<file path="src/common/sto_pkg.sv">
package sto_pkg;

  // ----------------------------------------------------------------
  // frame geometry
  // ----------------------------------------------------------------
  localparam logic [8:0] STS1_COLS = 9'h05A;
  localparam logic [8:0] STS3C_COLS = 9'h10E;
  localparam logic [8:0] STS1_TOH = 9'h003;
  localparam logic [8:0] STS3C_TOH = 9'h009;
  localparam logic [8:0] STS1_STUFF_A = 9'h020;
  localparam logic [8:0] STS1_STUFF_B = 9'h03D;
  localparam logic [8:0] STS3C_STUFF_A = 9'h00A;
  localparam logic [8:0] STS3C_STUFF_B = 9'h00B;
  localparam logic [3:0] LAST_ROW = 4'h8;
  localparam logic [1:0] LAST_LANE = 2'h2;

  // ----------------------------------------------------------------
  // overhead rows
  // ----------------------------------------------------------------
  localparam logic [3:0] ROW_FRAMING = 4'h0;
  localparam logic [3:0] ROW_PTR = 4'h3;
  localparam logic [3:0] ROW_B2K = 4'h4;
  localparam logic [3:0] ROW_M = 4'h8;
  localparam logic [3:0] POH_B3 = 4'h1;
  localparam logic [3:0] POH_C2 = 4'h2;
  localparam logic [3:0] POH_G1 = 4'h3;
  localparam logic [3:0] POH_H4 = 4'h5;

  // ----------------------------------------------------------------
  // fixed byte values
  // ----------------------------------------------------------------
  localparam logic [7:0] BYTE_A1 = 8'hF6;
  localparam logic [7:0] BYTE_A2 = 8'h28;
  localparam logic [7:0] BYTE_J0 = 8'h01;
  localparam logic [7:0] BYTE_Z0_2 = 8'h02;
  localparam logic [7:0] BYTE_Z0_3 = 8'h03;
  localparam logic [7:0] BYTE_H1_FIRST = 8'h62;
  localparam logic [7:0] BYTE_H1_CONC = 8'h93;
  localparam logic [7:0] BYTE_H2_FIRST = 8'h0A;
  localparam logic [7:0] BYTE_H2_CONC = 8'hFF;
  localparam logic [7:0] BYTE_K2_RDI = 8'h06;
  localparam logic [7:0] BYTE_C2_ATM = 8'h13;
  localparam logic [7:0] BYTE_FILL = 8'h00;

  // ----------------------------------------------------------------
  // cells and error counts
  // ----------------------------------------------------------------
  localparam logic [5:0] CELL_LEN = 6'h35;
  localparam logic [5:0] CELL_LAST = 6'h34;
  localparam logic [5:0] CELL_HDR4 = 6'h03;
  localparam logic [5:0] CELL_HCS = 6'h04;
  localparam logic [7:0] IDLE_HDR4 = 8'h01;
  localparam logic [7:0] IDLE_HCS = 8'h52;
  localparam logic [7:0] IDLE_PAYLOAD = 8'h6A;
  localparam logic [7:0] PFEBE_MAX = 8'h08;
  localparam logic [7:0] PFEBE_FORCED = 8'h01;
  localparam logic [7:0] COUNT_SAT = 8'hFF;

  typedef enum logic [1:0] {
    SLOT_TOH = 2'b00,
    SLOT_POH = 2'b01,
    SLOT_STUFF = 2'b10,
    SLOT_PAY = 2'b11
  } sto_slot_e;

endpackage

</file>
<file path="src/common/sto_stream_if.sv">
interface sto_stream_if;
  logic [7:0] data;
  logic valid;
  logic ready;
  modport src(output data, output valid, input ready);
  modport snk(input data, input valid, output ready);
endinterface

</file>
<file path="src/hw/sto_buf2.sv">
// two-entry buffer; in_ready is registered and drops when both are full
module sto_buf2 (
  input wire logic sys_clk,
  input wire logic rst,
  input wire logic ce,
  input wire logic [7:0] in_data,
  input wire logic in_valid,
  output logic in_ready,
  sto_stream_if.src out
);

  logic [7:0] head_q, head_d, tail_q, tail_d;
  logic [1:0] cnt_q, cnt_d;
  logic in_ready_q, in_ready_d;
  logic push, pop;

  assign in_ready = in_ready_q;
  assign out.valid = (cnt_q != 2'h0);
  assign out.data = head_q;

  always_comb begin
    push = in_valid && in_ready_q;
    pop = out.valid && out.ready;
    cnt_d = 2'((cnt_q + {1'b0, push}) - {1'b0, pop});
    head_d = pop ? tail_q : head_q;
    tail_d = tail_q;
    if (push) begin
      if ((cnt_q - {1'b0, pop}) == 2'h0) begin
        head_d = in_data;
      end else begin
        tail_d = in_data;
      end
    end
    in_ready_d = (cnt_d != 2'h2);
  end

  always_ff @(posedge sys_clk) begin
    if (rst) begin
      head_q <= 8'h00;
      tail_q <= 8'h00;
      cnt_q <= 2'h0;
      in_ready_q <= 1'b1;
    end else if (ce) begin
      head_q <= head_d;
      tail_q <= tail_d;
      cnt_q <= cnt_d;
      in_ready_q <= in_ready_d;
    end
  end

endmodule

</file>
<file path="src/hw/sto_tx_overhead.sv">
module sto_tx_overhead (
  input wire logic sys_clk,
  input wire logic rst,
  input wire logic ce,
  input wire logic sts3c_mode,
  input wire logic line_rdi_en,
  input wire logic b2_corrupt,
  input wire logic b3_corrupt,
  input wire logic path_febe_force,
  input wire logic line_bip_err,
  input wire logic path_bip_err,
  input wire logic cell_avail,
  input wire logic [7:0] cell_data,
  input wire logic cell_valid,
  output logic cell_ready,
  output logic [7:0] tx_data,
  output logic tx_frame_start
);

  sto_stream_if cell_if ();

  sto_buf2 u_buf (
    .sys_clk(sys_clk),
    .rst(rst),
    .ce(ce),
    .in_data(cell_data),
    .in_valid(cell_valid),
    .in_ready(cell_ready),
    .out(cell_if.src)
  );

  // ----------------------------------------------------------------
  // time slot counter
  // ----------------------------------------------------------------
  logic mode_q, mode_d;
  logic [3:0] row_q, row_d;
  logic [8:0] col_q, col_d;
  logic [1:0] lane_q, lane_d;
  logic [8:0] row_len, toh_cols;
  logic col_last, frame_end;
  logic [1:0] grp, idx;
  sto_pkg::sto_slot_e slot;

  always_comb begin
    row_len = mode_q ? sto_pkg::STS3C_COLS : sto_pkg::STS1_COLS;
    toh_cols = mode_q ? sto_pkg::STS3C_TOH : sto_pkg::STS1_TOH;
    col_last = (col_q == 9'(row_len - 9'h001));
    frame_end = col_last && (row_q == sto_pkg::LAST_ROW);
    idx = mode_q ? lane_q : 2'h0;
    if (!mode_q) begin
      grp = col_q[1:0];
    end else if (col_q < 9'h003) begin
      grp = 2'h0;
    end else if (col_q < 9'h006) begin
      grp = 2'h1;
    end else begin
      grp = 2'h2;
    end
    // pointer fixed at offset 522: payload aligned to the frame rows
    if (col_q < toh_cols) begin
      slot = sto_pkg::SLOT_TOH;
    end else if (col_q == toh_cols) begin
      slot = sto_pkg::SLOT_POH;
    end else if (mode_q ? (col_q == sto_pkg::STS3C_STUFF_A ||
                           col_q == sto_pkg::STS3C_STUFF_B)
                        : (col_q == sto_pkg::STS1_STUFF_A ||
                           col_q == sto_pkg::STS1_STUFF_B)) begin
      slot = sto_pkg::SLOT_STUFF;
    end else begin
      slot = sto_pkg::SLOT_PAY;
    end
    col_d = col_last ? 9'h000 : 9'(col_q + 9'h001);
    row_d = row_q;
    if (col_last) begin
      row_d = frame_end ? 4'h0 : 4'(row_q + 4'h1);
    end
    if (col_last || !mode_q || lane_q == sto_pkg::LAST_LANE) begin
      lane_d = 2'h0;
    end else begin
      lane_d = 2'(lane_q + 2'h1);
    end
    // mode changes only on a frame boundary
    mode_d = frame_end ? sts3c_mode : mode_q;
  end

  always_ff @(posedge sys_clk) begin
    if (rst) begin
      mode_q <= 1'b0;
      row_q <= 4'h0;
      col_q <= 9'h000;
      lane_q <= 2'h0;
    end else if (ce) begin
      mode_q <= mode_d;
      row_q <= row_d;
      col_q <= col_d;
      lane_q <= lane_d;
    end
  end

  // ----------------------------------------------------------------
  // cell source and idle cells
  // ----------------------------------------------------------------
  logic [5:0] cell_pos_q, cell_pos_d;
  logic idle_q, idle_d, idle_now, pay_slot;
  logic [7:0] cell_byte, h4_byte;

  assign cell_if.ready = ce && pay_slot && !idle_now;

  always_comb begin
    pay_slot = (slot == sto_pkg::SLOT_PAY);
    idle_now = idle_q;
    if (cell_pos_q == 6'h00) begin
      idle_now = !(cell_avail && cell_if.valid);
    end
    if (!idle_now) begin
      cell_byte = cell_if.valid ? cell_if.data : sto_pkg::BYTE_FILL;
    end else if (cell_pos_q < sto_pkg::CELL_HDR4) begin
      cell_byte = sto_pkg::BYTE_FILL;
    end else if (cell_pos_q == sto_pkg::CELL_HDR4) begin
      cell_byte = sto_pkg::IDLE_HDR4;
    end else if (cell_pos_q == sto_pkg::CELL_HCS) begin
      cell_byte = sto_pkg::IDLE_HCS;
    end else begin
      cell_byte = sto_pkg::IDLE_PAYLOAD;
    end
    cell_pos_d = cell_pos_q;
    idle_d = idle_q;
    if (pay_slot) begin
      cell_pos_d = (cell_pos_q == sto_pkg::CELL_LAST) ? 6'h00
                                                      : 6'(cell_pos_q + 6'h01);
      idle_d = idle_now;
    end
    h4_byte = 8'h00;
    if (cell_pos_q != 6'h00) begin
      h4_byte = {2'b00, 6'(sto_pkg::CELL_LEN - cell_pos_q)};
    end
  end

  always_ff @(posedge sys_clk) begin
    if (rst) begin
      cell_pos_q <= 6'h00;
      idle_q <= 1'b1;
    end else if (ce) begin
      cell_pos_q <= cell_pos_d;
      idle_q <= idle_d;
    end
  end

  // ----------------------------------------------------------------
  // far-end error accumulators
  // ----------------------------------------------------------------
  logic [7:0] lfebe_q, lfebe_d, pfebe_q, pfebe_d, pfebe_sent, pfebe_base;
  logic m_slot, g1_slot;

  always_comb begin
    m_slot = (slot == sto_pkg::SLOT_TOH) && (row_q == sto_pkg::ROW_M) &&
             (grp == 2'h1) && (idx == (mode_q ? 2'h2 : 2'h0));
    g1_slot = (slot == sto_pkg::SLOT_POH) && (row_q == sto_pkg::POH_G1);
    // an error in the send cycle starts the next count
    if (m_slot) begin
      lfebe_d = {7'h00, line_bip_err};
    end else if (line_bip_err && lfebe_q != sto_pkg::COUNT_SAT) begin
      lfebe_d = 8'(lfebe_q + 8'h01);
    end else begin
      lfebe_d = lfebe_q;
    end
    if (path_febe_force) begin
      pfebe_sent = sto_pkg::PFEBE_FORCED;
    end else if (pfebe_q > sto_pkg::PFEBE_MAX) begin
      pfebe_sent = sto_pkg::PFEBE_MAX;
    end else begin
      pfebe_sent = pfebe_q;
    end
    pfebe_base = pfebe_q;
    if (g1_slot && !path_febe_force) begin
      pfebe_base = 8'(pfebe_q - pfebe_sent);
    end
    pfebe_d = pfebe_base;
    if (path_bip_err && pfebe_base != sto_pkg::COUNT_SAT) begin
      pfebe_d = 8'(pfebe_base + 8'h01);
    end
  end

  always_ff @(posedge sys_clk) begin
    if (rst) begin
      lfebe_q <= 8'h00;
      pfebe_q <= 8'h00;
    end else if (ce) begin
      lfebe_q <= lfebe_d;
      pfebe_q <= pfebe_d;
    end
  end

  // ----------------------------------------------------------------
  // parity accumulation
  // ----------------------------------------------------------------
  logic [2:0][7:0] b2_acc_q, b2_acc_d, b2_val_q, b2_val_d;
  logic [7:0] b3_acc_q, b3_acc_d, b3_val_q, b3_val_d;
  logic [7:0] out_d;
  logic line_cov;

  assign line_cov = (row_q >= sto_pkg::ROW_PTR) || (col_q >= toh_cols);

  for (genvar i = 0; i < 3; i++) begin : g_lane
    logic [7:0] term;
    assign term = (line_cov && idx == 2'(i)) ? out_d : 8'h00;
    assign b2_acc_d[i] = frame_end ? 8'h00 : (b2_acc_q[i] ^ term);
    assign b2_val_d[i] = frame_end ? (b2_acc_q[i] ^ term) : b2_val_q[i];
  end

  always_comb begin
    b3_acc_d = b3_acc_q;
    b3_val_d = b3_val_q;
    if (col_q >= toh_cols) begin
      b3_acc_d = b3_acc_q ^ out_d;
    end
    if (frame_end) begin
      b3_val_d = b3_acc_d;
      b3_acc_d = 8'h00;
    end
  end

  always_ff @(posedge sys_clk) begin
    if (rst) begin
      b2_acc_q <= '0;
      b2_val_q <= '0;
      b3_acc_q <= 8'h00;
      b3_val_q <= 8'h00;
    end else if (ce) begin
      b2_acc_q <= b2_acc_d;
      b2_val_q <= b2_val_d;
      b3_acc_q <= b3_acc_d;
      b3_val_q <= b3_val_d;
    end
  end

  // ----------------------------------------------------------------
  // stream multiplexer
  // ----------------------------------------------------------------
  logic [7:0] toh_byte, poh_byte;
  logic start_d;

  always_comb begin
    toh_byte = sto_pkg::BYTE_FILL;
    case (row_q)
      sto_pkg::ROW_FRAMING: begin
        if (grp == 2'h0) begin
          toh_byte = sto_pkg::BYTE_A1;
        end else if (grp == 2'h1) begin
          toh_byte = sto_pkg::BYTE_A2;
        end else if (idx == 2'h0) begin
          toh_byte = sto_pkg::BYTE_J0;
        end else begin
          toh_byte = (idx == 2'h1) ? sto_pkg::BYTE_Z0_2 : sto_pkg::BYTE_Z0_3;
        end
      end
      sto_pkg::ROW_PTR: begin
        if (grp == 2'h0) begin
          toh_byte = (idx == 2'h0) ? sto_pkg::BYTE_H1_FIRST
                                   : sto_pkg::BYTE_H1_CONC;
        end else if (grp == 2'h1) begin
          toh_byte = (idx == 2'h0) ? sto_pkg::BYTE_H2_FIRST
                                   : sto_pkg::BYTE_H2_CONC;
        end
      end
      sto_pkg::ROW_B2K: begin
        if (grp == 2'h0) begin
          toh_byte = b2_val_q[idx] ^ {8{b2_corrupt}};
        end else if (grp == 2'h2 && idx == 2'h0 && line_rdi_en) begin
          toh_byte = sto_pkg::BYTE_K2_RDI;
        end
      end
      sto_pkg::ROW_M: begin
        if (m_slot) begin
          toh_byte = lfebe_q;
        end
      end
      default: toh_byte = sto_pkg::BYTE_FILL;
    endcase
    case (row_q)
      sto_pkg::POH_B3: poh_byte = b3_val_q ^ {8{b3_corrupt}};
      sto_pkg::POH_C2: poh_byte = sto_pkg::BYTE_C2_ATM;
      sto_pkg::POH_G1: poh_byte = {pfebe_sent[3:0], 4'h0};
      sto_pkg::POH_H4: poh_byte = h4_byte;
      default: poh_byte = sto_pkg::BYTE_FILL;
    endcase
    case (slot)
      sto_pkg::SLOT_TOH: out_d = toh_byte;
      sto_pkg::SLOT_POH: out_d = poh_byte;
      sto_pkg::SLOT_STUFF: out_d = sto_pkg::BYTE_FILL;
      sto_pkg::SLOT_PAY: out_d = cell_byte;
      default: out_d = sto_pkg::BYTE_FILL;
    endcase
    start_d = (row_q == 4'h0) && (col_q == 9'h000);
  end

  always_ff @(posedge sys_clk) begin
    if (rst) begin
      tx_data <= 8'h00;
      tx_frame_start <= 1'b0;
    end else if (ce) begin
      tx_data <= out_d;
      tx_frame_start <= start_d;
    end
  end

endmodule

</file>
<file path="config.mk">
export PLATFORM = sky130hd
export DESIGN_NAME = sto_tx_overhead
export DESIGN_NICKNAME = d
export VERILOG_FILES = /design/src/common/sto_pkg.sv /design/src/common/sto_stream_if.sv /design/src/hw/sto_buf2.sv /design/src/hw/sto_tx_overhead.sv
export SDC_FILE = /design/constraint.sdc
export NUM_CORES = 1
export LEC_CHECK = 0
export BUFFER_PORTS_ARGS = -buffer_cell sky130_fd_sc_hd__buf_4
export CAP_MARGIN = 10
export CORE_UTILIZATION = 60
export CTS_BUF_LIST = sky130_fd_sc_hd__clkbuf_16
export DETAILED_ROUTE_END_ITERATION = 8
export GPL_ROUTABILITY_DRIVEN = 0
export GPL_TIMING_DRIVEN = 1
export PLACE_DENSITY = 0.77
export SLEW_MARGIN = 20
export SYNTH_ARGS = -nofsm -noshare
export SYNTH_HDL_FRONTEND = slang
export SYNTH_HIERARCHICAL = 1
export SYNTH_SLANG_ARGS = --single-unit
</file>
<file path="constraint.sdc">
create_clock -name sys_clk -period 4.85 [get_ports sys_clk]
set_clock_uncertainty 0.05 [all_clocks]
set_input_delay 0.485 -clock sys_clk [delete_from_list [all_inputs] [get_ports sys_clk]]
set_output_delay 0.485 -clock sys_clk [all_outputs]
set_load 0.01 [all_outputs]
</file>
======== After elaboration in Yosys (flattened, before gate mapping) ========
Cells that the tools add are included.
W data, S select, Z words.
word-level totals
  bits in registers ....................... 131
  latch bits .............................. 0
  RAM bits ................................ 0
  memory bits (read-only) ................. 0
  bits of input ports ..................... 20
  logic and storage cells ................. 174
  memories ................................ 0
operators by class
  add/subtract/negate cells ............... 12
  multipliers ............................. 0
  divide/modulo/power cells ............... 0
  magnitude comparators ................... 8
  eq/ne operators ......................... 27
  shift operators ......................... 0
  multiplexer cells ....................... 55
  bitwise gates (word level) .............. 7
  reductions and logical operators ........ 43
operator list
  operator               count
  $mux W8                27
  $pmux W8 S4            3
  $xor A8 B8 Y8          6
  $mux W6                4
  $logic_and A1 B1 Y1    19
  $eq A9 B4 Y1 const B   2
  $eq A9 B6 Y1 const B   2
  $mux W2                9
  $mux W9                2
  $add A8 B1 Y8 const B  2
  $bmux W8 S2            1
  $ne A8 B8 Y1 const B   2
  $mux W7                2
  $eq A2 B2 Y1 const B   5
  $add A9 B1 Y9 const B  1
  $eq A9 B4 Y1           1
  $eq A9 B9 Y1           1
  $ge A9 B4 Y1           1
  $logic_not A9 Y1       1
  $lt A9 B2 Y1 const B   1
  $lt A9 B3 Y1 const B   1
  $lt A9 B4 Y1           1
  $sub A9 B1 Y9 const B  1
  $eq A4 B2 Y1 const B   2
  33 further kinds       55

======== Longest topological paths before layout ========
Gate-level depths: netlist of the first run.
  word-level depth ........................ 16
  mapped depth ............................ 15

======== Cells and area by module ========
The synthesis of the first run kept the hierarchy.
by module, submodules not included
  module           instances  cells an instance  area each (um^2)
  sto_tx_overhead  1          929                7414.6
  sto_buf2         1          91                 979.7

======== Least setup slack after synthesis of the first run ========
Ideal clock, no wire load.
  path type ............................... reg2reg
  start ................................... reg mode_q
  end ..................................... reg pfebe_q[1]
  arrival ................................. 3273 ps
  data required time ...................... 4683 ps
  slack ................................... 1410 ps
  cell stages (with the launch flop) ...... 15
  buffers on the path ..................... 1
  clock period less this slack ............ 3440 ps
  cells stage by stage .................... dfxtp_1 buf_4 clkinv_1 ha_1 and3_1 nand3_1 nor2_1 nand2_1 nand2_1 ha_1 nand2_1 o31ai_1 nand4_1 a21o_1 a32o_1
on the way
  cells in the longest elaborated chain, start to end .. 11
ends and longest elaborated chain
  what                                                   RTL line                RTL
  from (decl)                                            sto_tx_overhead.sv:35   logic mode_q, mode_d;
  from (signal assigned)                                 sto_tx_overhead.sv:93   mode_q <= mode_d;
  branches (longest 3 deep; another with $lt A9 B4 Y1)   n/a
  $mux W2 (*)                                            sto_tx_overhead.sv:60   if (col_q < toh_cols) begin
  $eq A2 B1 Y1 (*)                                       sto_tx_overhead.sv:158  g1_slot = (slot == sto_pkg::SLOT_POH) && (row_q == sto_pkg::POH_G1);
  $logic_and A1 B1 Y1 (*)                                sto_tx_overhead.sv:158
  $logic_and A1 B1 Y1 (*)                                sto_tx_overhead.sv:175  if (g1_slot && !path_febe_force) begin
  $mux W8 (*)                                            sto_tx_overhead.sv:175
  branches (longest 2 deep; another with $add A8 B1 Y8)  n/a
  $mux W8 (*)                                            sto_tx_overhead.sv:179  if (path_bip_err && pfebe_base != sto_pkg::COUNT_SAT) begin
  to (signal assigned)                                   sto_tx_overhead.sv:190  pfebe_q <= pfebe_d;
  to (decl)                                              sto_tx_overhead.sv:152  logic [7:0] lfebe_q, lfebe_d, pfebe_q, pfebe_d, pfebe_sent, pfebe_base;
Mark *: on every way between the ends.
A chain may end at the register's enable or synchronous reset.

======== Worst setup path in the final report of the first run ========
Same ends and word-level chain as after synthesis.

==> results of run 1 <==
[registers in the layout (all words and copies together) (netlist names)]
| name | count |
|---|---|
| u_buf/in_ready | 1 |
| idle_q | 1 |
| row_q | 4 |
| mode_q | 1 |
| u_buf/cnt_q | 2 |
| b2_acc_q | 24 |
| tx_frame_start | 1 |
| pfebe_q | 8 |
| b3_acc_q | 8 |
| u_buf/tail_q | 8 |
| lane_q | 2 |
| lfebe_q | 8 |
| col_q | 9 |
| b2_val_q | 24 |
| cell_pos_q | 6 |
| b3_val_q | 8 |
| u_buf/out.data | 8 |
| tx_data | 8 |
[per-layer routing]
layer,vias up,wire (um),share of wire [%],global-route usage (%)
li1,3696,-,-,-
met1,3501,9470,46,39.8
met2,230,9460,46,48.0
met3,29,1210,5.9,5.42
met4,0,255,1.2,8.26
met5,-,0,0,0
[report_power, final]
group          switching [mW]  total [mW]  internal [mW]
combinational           0.174       0.288          0.113
sequential             0.0250        1.12           1.10
clock                   0.492        1.24          0.749
[cell usage in the layout (no fill, tap or decap), types with 7 or more instances in the layout]
| cell | count |
|---|---|
| xnor2_1 | 43 |
| or3_1 | 8 |
| o21ai_1 | 30 |
| nor2_1 | 91 |
| nand4_1 | 16 |
| a21o_1 | 12 |
| and3_1 | 12 |
| clkbuf_16 | 17 |
| a22oi_1 | 9 |
| nor3_1 | 25 |
| ha_1 | 23 |
| nand3_1 | 31 |
| dfxtp_1 | 131 |
| and2_1 | 10 |
| nand2b_1 | 12 |
| o21ai_0 | 38 |
| o211ai_1 | 19 |
| mux2i_1 | 26 |
| or4_1 | 11 |
| inv_1 | 21 |
| a22o_1 | 10 |
| nand2_1 | 111 |
| nand3b_1 | 13 |
| a211oi_2 | 7 |
| and3b_1 | 12 |
| xor2_1 | 30 |
| a31oi_1 | 8 |
| o22ai_1 | 14 |
| buf_4 | 37 |
| a21oi_1 | 60 |
[critical path, delay by kind of cell, from the launching register on]
| kind | cells | cell delay [ns] |
|---|---|---|
| DFF | 1 | 0.33 |
| and+or+nand+nor | 7 | 1.60 |
| adders and majority gates | 2 | 0.69 |
| buffers and inverters | 1 | 0.24 |
| AOI/OAI and AO/OA | 3 | 1.10 |
[cell type report]
class	count	area [um^2]	share of cell area, %
multi-input cells	806	5290	58.4
flip-flops and latches	131	2620	29.0
well taps	176	220	2.43
clock inverters	15	143	1.57
clock buffers	17	425	4.70
repair buffers	37	278	3.07
inverters	22	82.6	0.912
[worst min-delay path by stage]
stage                                   start                   endpoint  slack, ns
floorplan           b2_val_q[23]$_SDFFE_PP0P_  b2_val_q[23]$_SDFFE_PP0P_       0.37
global placement    b2_val_q[11]$_SDFFE_PP0P_  b2_val_q[11]$_SDFFE_PP0P_       0.38
detailed placement  b2_val_q[11]$_SDFFE_PP0P_  b2_val_q[11]$_SDFFE_PP0P_       0.39
CTS                                sts3c_mode        mode_q$_SDFFE_PP0P_       0.23
global route                       sts3c_mode        mode_q$_SDFFE_PP0P_       0.26
finish                             sts3c_mode        mode_q$_SDFFE_PP0P_       0.24
[cell families after synthesis]
kind of cell | after synthesis | share of synthesized area [%]
other cells | 1 | 0.0447
mux | 28 | 3.37
fa+ha+maj | 24 | 3.67
flops | 131 | 31.2
buf+inv | 85 | 6.05
simple gates | 401 | 24.8
xor+xnor | 73 | 7.62
compound gates | 277 | 23.2
==> key figures, run 1 <==
Logic synthesis
  – Area contributors post-synth: dfxtp_1 (31%), nand2_1 (5.0%), xnor2_1 (4.5%)
  – Top-area cell type share of the netlist area: 31.2%
  – Yosys reg bits: between 100 and 150
  – Post-synth top cells: dfxtp_1 (131), nand2_1 (111), nor2_1 (93)
  – Top_reg_cell synth: dfxtp_1
  – Warnings from Yosys: 6
  – Post-synth ARST share: 0%
  – Avg Inst Size Synth: 8.23 um^2
  – Cells after Synth: 1020
  – Synth area leader: dfxtp_1
  – Cell variety after synth: 107
  – Register area share after synthesis: 31.2%
  – EDFF count, synth: 0
  – Synthesized area: 8390 um^2
  – Count leader, synth: dfxtp_1

Floorplanning
  – Die Span X: 120 um
  – Core area: 13500 um^2
  – Die height: 120 um
  – # rows: between 40 and 50
  – Num ports: 30
  – Initial Utilization: 62.4%
  – Die area: 14500 um^2

Drt
  – Via count: 7456
  – DR iter-0 viols: 639
  – Via density: 6.19
  – Wire length per cell: 16.9 um
  – Drt total wl: 20400 um
  – Antenna Nets Post-Route: 0
  – DR DRC count: 0
  – Pre-antenna DRT Iters: 5

STA
  – Max-slew violations: 0
  – Setup violators final: 0
  – Max-Slew Margin vs Limit: 38.4%
  – Slew @ Worst Pin: 0.917 ns
  – RSZ-0062 raised after global routing: no
  – Final setup margin: 0.727 ns
  – Tmin final: 4.12 ns
  – F_max: between 200 and 250 MHz
  – Setup tns final: 0 ns
  – Tcrit/Tclk final: 85.0%
  – Final hold viol count: 0
  – Final hold slack: 0.242 ns

Critical path
  – Critical path startpoint: mode_q$_SDFFE_PP0P_
  – Critical Path Fanout Max: 10
  – RR Endpoint: pfebe_q[1]$_SDFFE_PP0P_
  – Slowest library cell on the worst path: o31ai_1
  – Worst path arrival time: around 4.4 ns
  – Crit Reg-Reg Startpoint: mode_q$_SDFFE_PP0P_
  – CP startpoint kind: flip-flop
  – WP data required: 5.11 ns
  – Cells on worst reg2reg path: 13
  – CP Class: reg -> reg
  – Critical Path Most Common Cell: nand2_1
  – Slack of the worst reg-to-reg path: 0.73 ns
  – Critical path's largest stage delay: 0.60 ns
  – CP endpoint kind: flip-flop
  – Cells along the critical path: clkinv_1 -> ha_1 -> and3_1 -> nand3_1 -> nor2_1 -> nand2_1 -> nand2_1 -> ha_1 -> nand2_1 -> o31ai_1 -> nand4_1 -> a21o_1 -> a32o_1
  – End of the critical path: pfebe_q[1]$_SDFFE_PP0P_

Finish
  – Finished Cell Area: 9060 um^2
  – Share of layout cells above drive strength 1: 11.5%
  – Nets: 1059
  – Ant. Diodes: 0
  – Final core utilization: approximately 67%
  – Fillers: between 1000 and 1500
  – Area delta synth->final: 7.91%
  – Post-Layout Cell Count: 1204

Placement
  – Final HPWL DP: between 10000 and 15000 um
  – Dpl cells: 1172
  – Post-DP Area: 8490 um^2
  – Pre-CTS WS: 0.838 ns
  – Number of port buffers: 29

Clock tree
  – CTS tree: done
  – Root buf cell: clkbuf_16
  – Clk_lat worst skew: 0.42 ns
  – H-tree depth: 4
  – Worst-path clk slew: roughly 0.06 ns
  – Sinks on Clock Net: 131
  – Number of buffers created by CTS: 17
  – PostCTS Resize Cnt: 0
  – Post-CTS setup buffers: 0
  – CTS Buffer Depth: 2
  – Hold-fix buffers, CTS: 0

Global routing
  – Vias in the first global route: between 6000 and 7000
  – Initial antenna violation count: 0
  – Largest net degree at the start of global routing: between 60 and 70
  – Global route total overflow: 0
  – All-Layer GR Usage: roughly 30%
  – First-pass GRT wire length: roughly 34000 um

Power and ir drop
  – Cell Pwr Density: 293 nW/um^2
  – Pleak: 3.37 nW
  – PnR Total Power: 2.65 mW
  – Worst vdd ir: approximately 0.26 mV

Job
  – Max Cap Violations: 0

Status
  – Status: completed

Min path
  – Worst hold path type: in -> reg
  – Min-Delay Path Depth: 3
Power figures use the tool's default switching activity.
==> run 2: changes to the inputs <==
CORE_ASPECT_RATIO = 0.6   (was not set)
==> key figures, run 2 (synthesis gave the netlist of run 1 again) <==
Status
  – Status: completed (unchanged)

Floorplanning
  – Initial Utilization: 61.4% (was 62.4%)
  – Die area: 14500 um^2 (about the same)
  – Core area: 13700 um^2 (was 13500 um^2)
  – # rows: 33 (was 42)
  – Die height: 93.6 um (was 120 um)
  – Num ports: 30 (unchanged)
  – Die Span X: 155 um (was 120 um)

Global routing
  – Global route total overflow: 0 (unchanged)
  – Vias in the first global route: 6935 (was 6760)
  – Initial antenna violation count: 0 (unchanged)
  – First-pass GRT wire length: 36400 um (was 33900 um)
  – All-Layer GR Usage: 32.0% (was 29.5%)
  – Largest net degree at the start of global routing: 61 (unchanged)

Clock tree
  – Post-CTS setup buffers: 0 (unchanged)
  – Hold-fix buffers, CTS: 0 (unchanged)
  – Sinks on Clock Net: 131 (unchanged)
  – Root buf cell: clkbuf_16 (unchanged)
  – H-tree depth: 4 (unchanged)
  – PostCTS Resize Cnt: 0 (unchanged)
  – CTS tree: done (unchanged)
  – Number of buffers created by CTS: 17 (unchanged)
  – Worst-path clk slew: 0.06 ns (about the same)
  – CTS Buffer Depth: 2 (unchanged)
  – Clk_lat worst skew: 0.42 ns (about the same)

Drt
  – Via density: 6.39 (was 6.19)
  – Via count: 7798 (was 7456)
  – DR DRC count: 0 (unchanged)
  – Drt total wl: 22600 um (was 20400 um)
  – Antenna Nets Post-Route: 0 (unchanged)
  – Wire length per cell: 18.5 um (was 16.9 um)
  – DR iter-0 viols: 849 (was 639)
  – Pre-antenna DRT Iters: 6 (was 5)

Power and ir drop
  – Cell Pwr Density: 306 nW/um^2 (was 293 nW/um^2)
  – Seq pwr share: 40.3% (was 42.4%)
  – Clock power share: 49.0% (was 46.8%)
  – Switching share of power: 25.9% (was 26.1%)
  – NetSw: 0.722 mW (was 0.691 mW)
  – Comb pwr share: 10.7% (was 10.9%)
  – Int Power: 2.07 mW (was 1.96 mW)
  – Pleak: 3.39 nW (was 3.37 nW)
  – Worst vdd ir: 0.172 mV (was 0.257 mV)

STA
  – Max-Slew Margin vs Limit: 30.4% (was 38.4%)
  – Setup violators final: 0 (unchanged)
  – Tcrit/Tclk final: 84.4% (was 85.0%)
  – Slew @ Worst Pin: 1.04 ns (was 0.917 ns)
  – F_max: 244 MHz (was 243 MHz)
  – Tmin final: 4.09 ns (was 4.12 ns)
  – Setup tns final: 0 ns (unchanged)
  – Final hold viol count: 0 (unchanged)
  – Max-slew violations: 0 (unchanged)
  – RSZ-0062 raised after global routing: no (unchanged)

Critical path
  – CP startpoint kind: flip-flop (unchanged)
  – CP Class: reg -> reg (unchanged)
  – Critical path's top delay family: compound AO/OA/AOI/OAI gates (was simple AND/OR/NAND/NOR gates)
  – WP data required: 5.12 ns (was 5.11 ns)
  – Critical Path Fanout Max: 19 (was 10)
  – CP endpoint kind: flip-flop (unchanged)
  – Slowest library cell on the worst path: dfxtp_1 (was o31ai_1)
  – Cells along the critical path: ha_1 -> and3_1 -> nand4_1 -> o21ai_0 -> inv_1 -> ha_1 -> nand2_1 -> o31ai_1 -> nand4_1 -> a21o_1 -> a32o_1 (was clkinv_1 -> ha_1 -> and3_1 -> nand3_1 -> nor2_1 -> nand2_1 -> nand2_1 -> ha_1 -> nand2_1 -> o31ai_1 -> nand4_1 -> a21o_1 -> a32o_1)
  – Slack of the worst reg-to-reg path: 0.76 ns (was 0.73 ns)
  – Critical path's largest stage delay: 0.75 ns (was 0.60 ns)
  – Worst path arrival time: 4.36 ns (was 4.39 ns)
  – WP buf/inv: 1 (unchanged)

Finish
  – Fillers: 1147 (was 1119)
  – Regs by FF count: b2_acc_q x24, b2_val_q x24, col_q x9 (unchanged)
  – Commonest cells after routing, fill and taps aside: dfxtp_1 (131), nand2_1 (111), nor2_1 (91), a21oi_1 (60), xnor2_1 (43) (unchanged)
  – Final core utilization: 66.8% (was 67.3%)
  – Area delta synth->final: 8.69% (was 7.91%)
  – Ant. Diodes: 0 (unchanged)
  – Nets: 1060 (was 1059)
  – Most common cell after layout, fill and taps aside: dfxtp_1 (unchanged)
  – Multi-input logic area: 5280 um^2 (was 5290 um^2)
  – Sequential Area: 2620 um^2 (unchanged)
  – Share of layout cells above drive strength 1: 11.5% (unchanged)

Placement
  – Final HPWL DP: 15500 um (was 14100 um)
  – Number of port buffers: 29 (unchanged)

Job
  – Max Cap Violations: 0 (unchanged)

Min path
  – Worst hold path type: in -> reg (unchanged)
## run 2: cell types whose count changed in the layout (fill, tap and decap cells not counted), sizes merged
cell and change:
clkinv -4, buf +1, bufinv +2, inv +1
## run 2: worst paths after layout
path	to	from	depth (start not counted)
setup reg to reg	pfebe_q[1]$_SDFFE_PP0P_	col_q[1]$_SDFFE_PP0P_	11
setup / recovery	pfebe_q[1]$_SDFFE_PP0P_	col_q[1]$_SDFFE_PP0P_	11
hold / removal	mode_q$_SDFFE_PP0P_	sts3c_mode	3
hold reg to reg	b2_val_q[16]$_SDFFE_PP0P_	b2_val_q[16]$_SDFFE_PP0P_	2
## run 2: through the flow
step	instance area [um^2]	hold slack, ns	instances	worst slack [ns]	power [mW]
2_1_floorplan	8400	0.368	1022	1.41	1.37
3_3_place_gp	8510	0.380	1189	1.06	1.43
3_5_place_dp	8510	0.387	1189	0.901	1.44
4_1_cts	9120	0.237	1220	0.823	2.79
5_1_grt	9120	0.263	1220	0.454	2.87
6_report	9120	0.242	1220	0.756	2.79
## run 2: layout make-up
cell class	instances	share of cell area, %
clock inverters	14	2.06
well taps	192	2.63
repair buffers	38	3.13
clock buffers	17	4.66
multi-input cells	806	57.9
flip-flops and latches	131	28.7
inverters	22	0.905
## run 2: worst reg2reg max path, cell delays in order, from the launching register on
cell and delay (ns):
dfxtp_1 0.75, ha_1 0.37, and3_1 0.22, nand4_1 0.40, o21ai_0 0.30, inv_1 0.11, ha_1 0.24, nand2_1 0.07
o31ai_1 0.59, nand4_1 0.41, a21o_1 0.28, a32o_1 0.23
## run 2: power by group through the flow
| stage | combinational [mW] | sequential, mW | clock (mW) |
|---|---|---|---|
| 5_1_grt | 0.322 | 1.13 | 1.42 |
| 4_1_cts | 0.293 | 1.12 | 1.37 |
| 6_report | 0.297 | 1.12 | 1.37 |
| 3_3_place_gp | 0.283 | 1.15 | 0 |
| 3_5_place_dp | 0.289 | 1.15 | 0 |
| 2_1_floorplan | 0.226 | 1.14 | 0 |
## run 2: metal layers
metal	track usage (%)	share of wire, %	up-vias
met5	0	0	-
met4	7.18	0.98	0
met3	5.56	8.6	33
met2	46.5	41	347
met1	48.4	49	3716
li1	-	-	3702
==> run 3: changes to the inputs <==
clock period = 4.15 ns   (was 4.85 ns; I/O delays follow)
==> key figures, run 3 (synthesis gave the netlist of run 1 again) <==
Drt
  – Via density: 6.31 (was 6.39)
  – DR iter-0 viols: 859 (was 849)
  – Pre-antenna DRT Iters: 5 (was 6)
  – Antenna Nets Post-Route: 0 (unchanged)
  – DR DRC count: 0 (unchanged)
  – Wire length per cell: 17.9 um (was 18.5 um)
  – Via count: 7752 (was 7798)
  – Drt total wl: 21900 um (was 22600 um)

Clock tree
  – CTS tree: done (unchanged)
  – Hold-fix buffers, CTS: 0 (unchanged)
  – Root buf cell: clkbuf_16 (unchanged)
  – PostCTS Resize Cnt: 0 (unchanged)
  – Worst-path clk slew: 0.07 ns (was 0.06 ns)
  – CTS Buffer Depth: 2 (unchanged)
  – Number of buffers created by CTS: 17 (unchanged)
  – Sinks on Clock Net: 131 (unchanged)
  – H-tree depth: 4 (unchanged)
  – Clk_lat worst skew: 0.43 ns (was 0.42 ns)
  – Post-CTS setup buffers: 0 (unchanged)

Floorplanning
  – Initial Utilization: 61.4% (unchanged)
  – Die height: 93.6 um (unchanged)
  – Die Span X: 155 um (unchanged)
  – Die area: 14500 um^2 (unchanged)
  – Num ports: 30 (unchanged)
  – # rows: 33 (unchanged)
  – Core area: 13700 um^2 (unchanged)

Placement
  – Pre-CTS WS: 0.466 ns (was 0.901 ns)
  – Post-DP Area: 8570 um^2 (was 8510 um^2)
  – Number of port buffers: 29 (unchanged)
  – Final HPWL DP: 15400 um (was 15500 um)

Critical path
  – Critical Path Fanout Max: 7 (was 19)
  – CP endpoint kind: flip-flop (unchanged)
  – Critical path startpoint: pfebe_q[7]$_SDFFE_PP0P_ (was col_q[1]$_SDFFE_PP0P_)
  – Cells along the critical path: nor4_1 -> nand2_1 -> nor2_1 -> nand2_1 -> fa_1 -> a211o_1 -> o22a_1 -> a31oi_1 -> xor2_1 -> o21ai_1 -> nand4_1 -> a21o_1 -> a32o_1 (was ha_1 -> and3_1 -> nand4_1 -> o21ai_0 -> inv_1 -> ha_1 -> nand2_1 -> o31ai_1 -> nand4_1 -> a21o_1 -> a32o_1)
  – WP data required: 4.42 ns (was 5.12 ns)
  – Critical path's top delay family: compound AO/OA/AOI/OAI gates (unchanged)
  – CP startpoint kind: flip-flop (unchanged)
  – Critical path's largest stage delay: 0.46 ns (was 0.75 ns)
  – Slowest library cell on the worst path: fa_1 (was dfxtp_1)
  – Crit Reg-Reg Startpoint: pfebe_q[7]$_SDFFE_PP0P_ (was col_q[1]$_SDFFE_PP0P_)
  – Worst path arrival time: 4.01 ns (was 4.36 ns)
  – Critical Path Most Common Cell: nand2_1
  – WP buf/inv: 0 (was 1)
  – CP Class: reg -> reg (unchanged)

Power and ir drop
  – Cell Pwr Density: 357 nW/um^2 (was 306 nW/um^2)
  – Worst vdd ir: 0.238 mV (was 0.172 mV)
  – Pleak: 3.44 nW (was 3.39 nW)
  – PnR Total Power: 3.29 mW (was 2.79 mW)

Min path
  – Worst hold path type: in -> reg (unchanged)
  – Min-delay src: cell_data[0] (was sts3c_mode)

Finish
  – Finished Cell Area: 9200 um^2 (was 9120 um^2)
  – Share of layout cells above drive strength 1: 12.4% (was 11.5%)
  – Area delta synth->final: 9.61% (was 8.69%)
  – Commonest cells after routing, fill and taps aside: dfxtp_1 (131), nand2_1 (111), nor2_1 (91), a21oi_1 (60), buf_4 (46) (was dfxtp_1 (131), nand2_1 (111), nor2_1 (91), a21oi_1 (60), xnor2_1 (43))
  – Nets: 1068 (was 1060)
  – Regs by FF count: b2_acc_q x24, b2_val_q x24, col_q x9 (unchanged)
  – Most common cell after layout, fill and taps aside: dfxtp_1 (unchanged)
  – Ant. Diodes: 0 (unchanged)

STA
  – Max-slew violations: 0 (unchanged)
  – RSZ-0062 raised after global routing: no (unchanged)
  – Max-Slew Margin vs Limit: 41.7% (was 30.4%)
  – Final setup margin: 0.419 ns (was 0.756 ns)
  – Setup tns final: 0 ns (unchanged)
  – Final hold viol count: 0 (unchanged)
  – Tmin final: 3.73 ns (was 4.09 ns)
  – Final hold slack: 0.194 ns (was 0.242 ns)
  – Slew @ Worst Pin: 0.868 ns (was 1.04 ns)
  – F_max: 268 MHz (was 244 MHz)
  – Setup violators final: 0 (unchanged)
  – Tcrit/Tclk final: 89.9% (was 84.4%)

Global routing
  – Global route total overflow: 0 (unchanged)
  – Vias in the first global route: 6865 (was 6935)
  – First-pass GRT wire length: 36000 um (was 36400 um)
  – Initial antenna violation count: 0 (unchanged)
  – Largest net degree at the start of global routing: 61 (unchanged)
  – All-Layer GR Usage: 31.7% (was 32.0%)

Job
  – Max Cap Violations: 0 (unchanged)

Status
  – Status: completed (unchanged)
## run 3: cell types whose count changed in the layout (fill, tap and decap cells not counted)
| cell | previous run | this run |
|---|---|---|
| buf_4 | 38 | 46 |
| clkinv_1 | 3 | 1 |
| clkinv_2 | 0 | 1 |
| clkinv_4 | 1 | 3 |
| clkinvlp_4 | 4 | 2 |
| inv_6 | 2 | 4 |
## run 3: path summary, 6_finish.rpt
kind / slack, ns / cells after the start / endpoint
min: 0.19 / 3 / u_buf/tail_q[0]$_SDFFE_PP0P_
max: 0.42 / 13 / pfebe_q[1]$_SDFFE_PP0P_
max reg2reg: 0.42 / 13 / pfebe_q[1]$_SDFFE_PP0P_
min reg2reg: 0.39 / 2 / b2_val_q[11]$_SDFFE_PP0P_
## run 3: area by class of cell
type,count,area (um^2)
Inverter,22,82.6
Sequential cell,131,2620
Clock buffer,17,425
Multi-Input combinational cell,806,5280
Tap cell,192,240
Fill cell,1117,4470
Clock inverter,15,205
Timing Repair Buffer,46,345
## run 3: worst min-delay path, cell delays in order
cell and delay (ns):
buf_4 0.08, mux2i_1 0.05, nor2_1 0.08
## run 3: where the power goes
group | internal [mW] | switching, mW
clock network | 1.01 | 0.615
logic | 0.135 | 0.218
registers | 1.28 | 0.0269
## run 3: per-stage QoR
stage | std cells | utilization [%]
finish | 1229 | 67.3
floorplan | 1022 | -
detailed placement | 1197 | 62.7
global placement | 1197 | 62.7
CTS | 1229 | 67.3
global route | 1229 | 67.3
## run 3: metal layers
layer | vias up | track usage (%) | routed length (um)
met5 | - | 0 | 0
met4 | 0 | 8.91 | 188
met3 | 22 | 7.32 | 2220
met2 | 374 | 43.9 | 8530
met1 | 3641 | 48.1 | 11000
li1 | 3715 | - | -
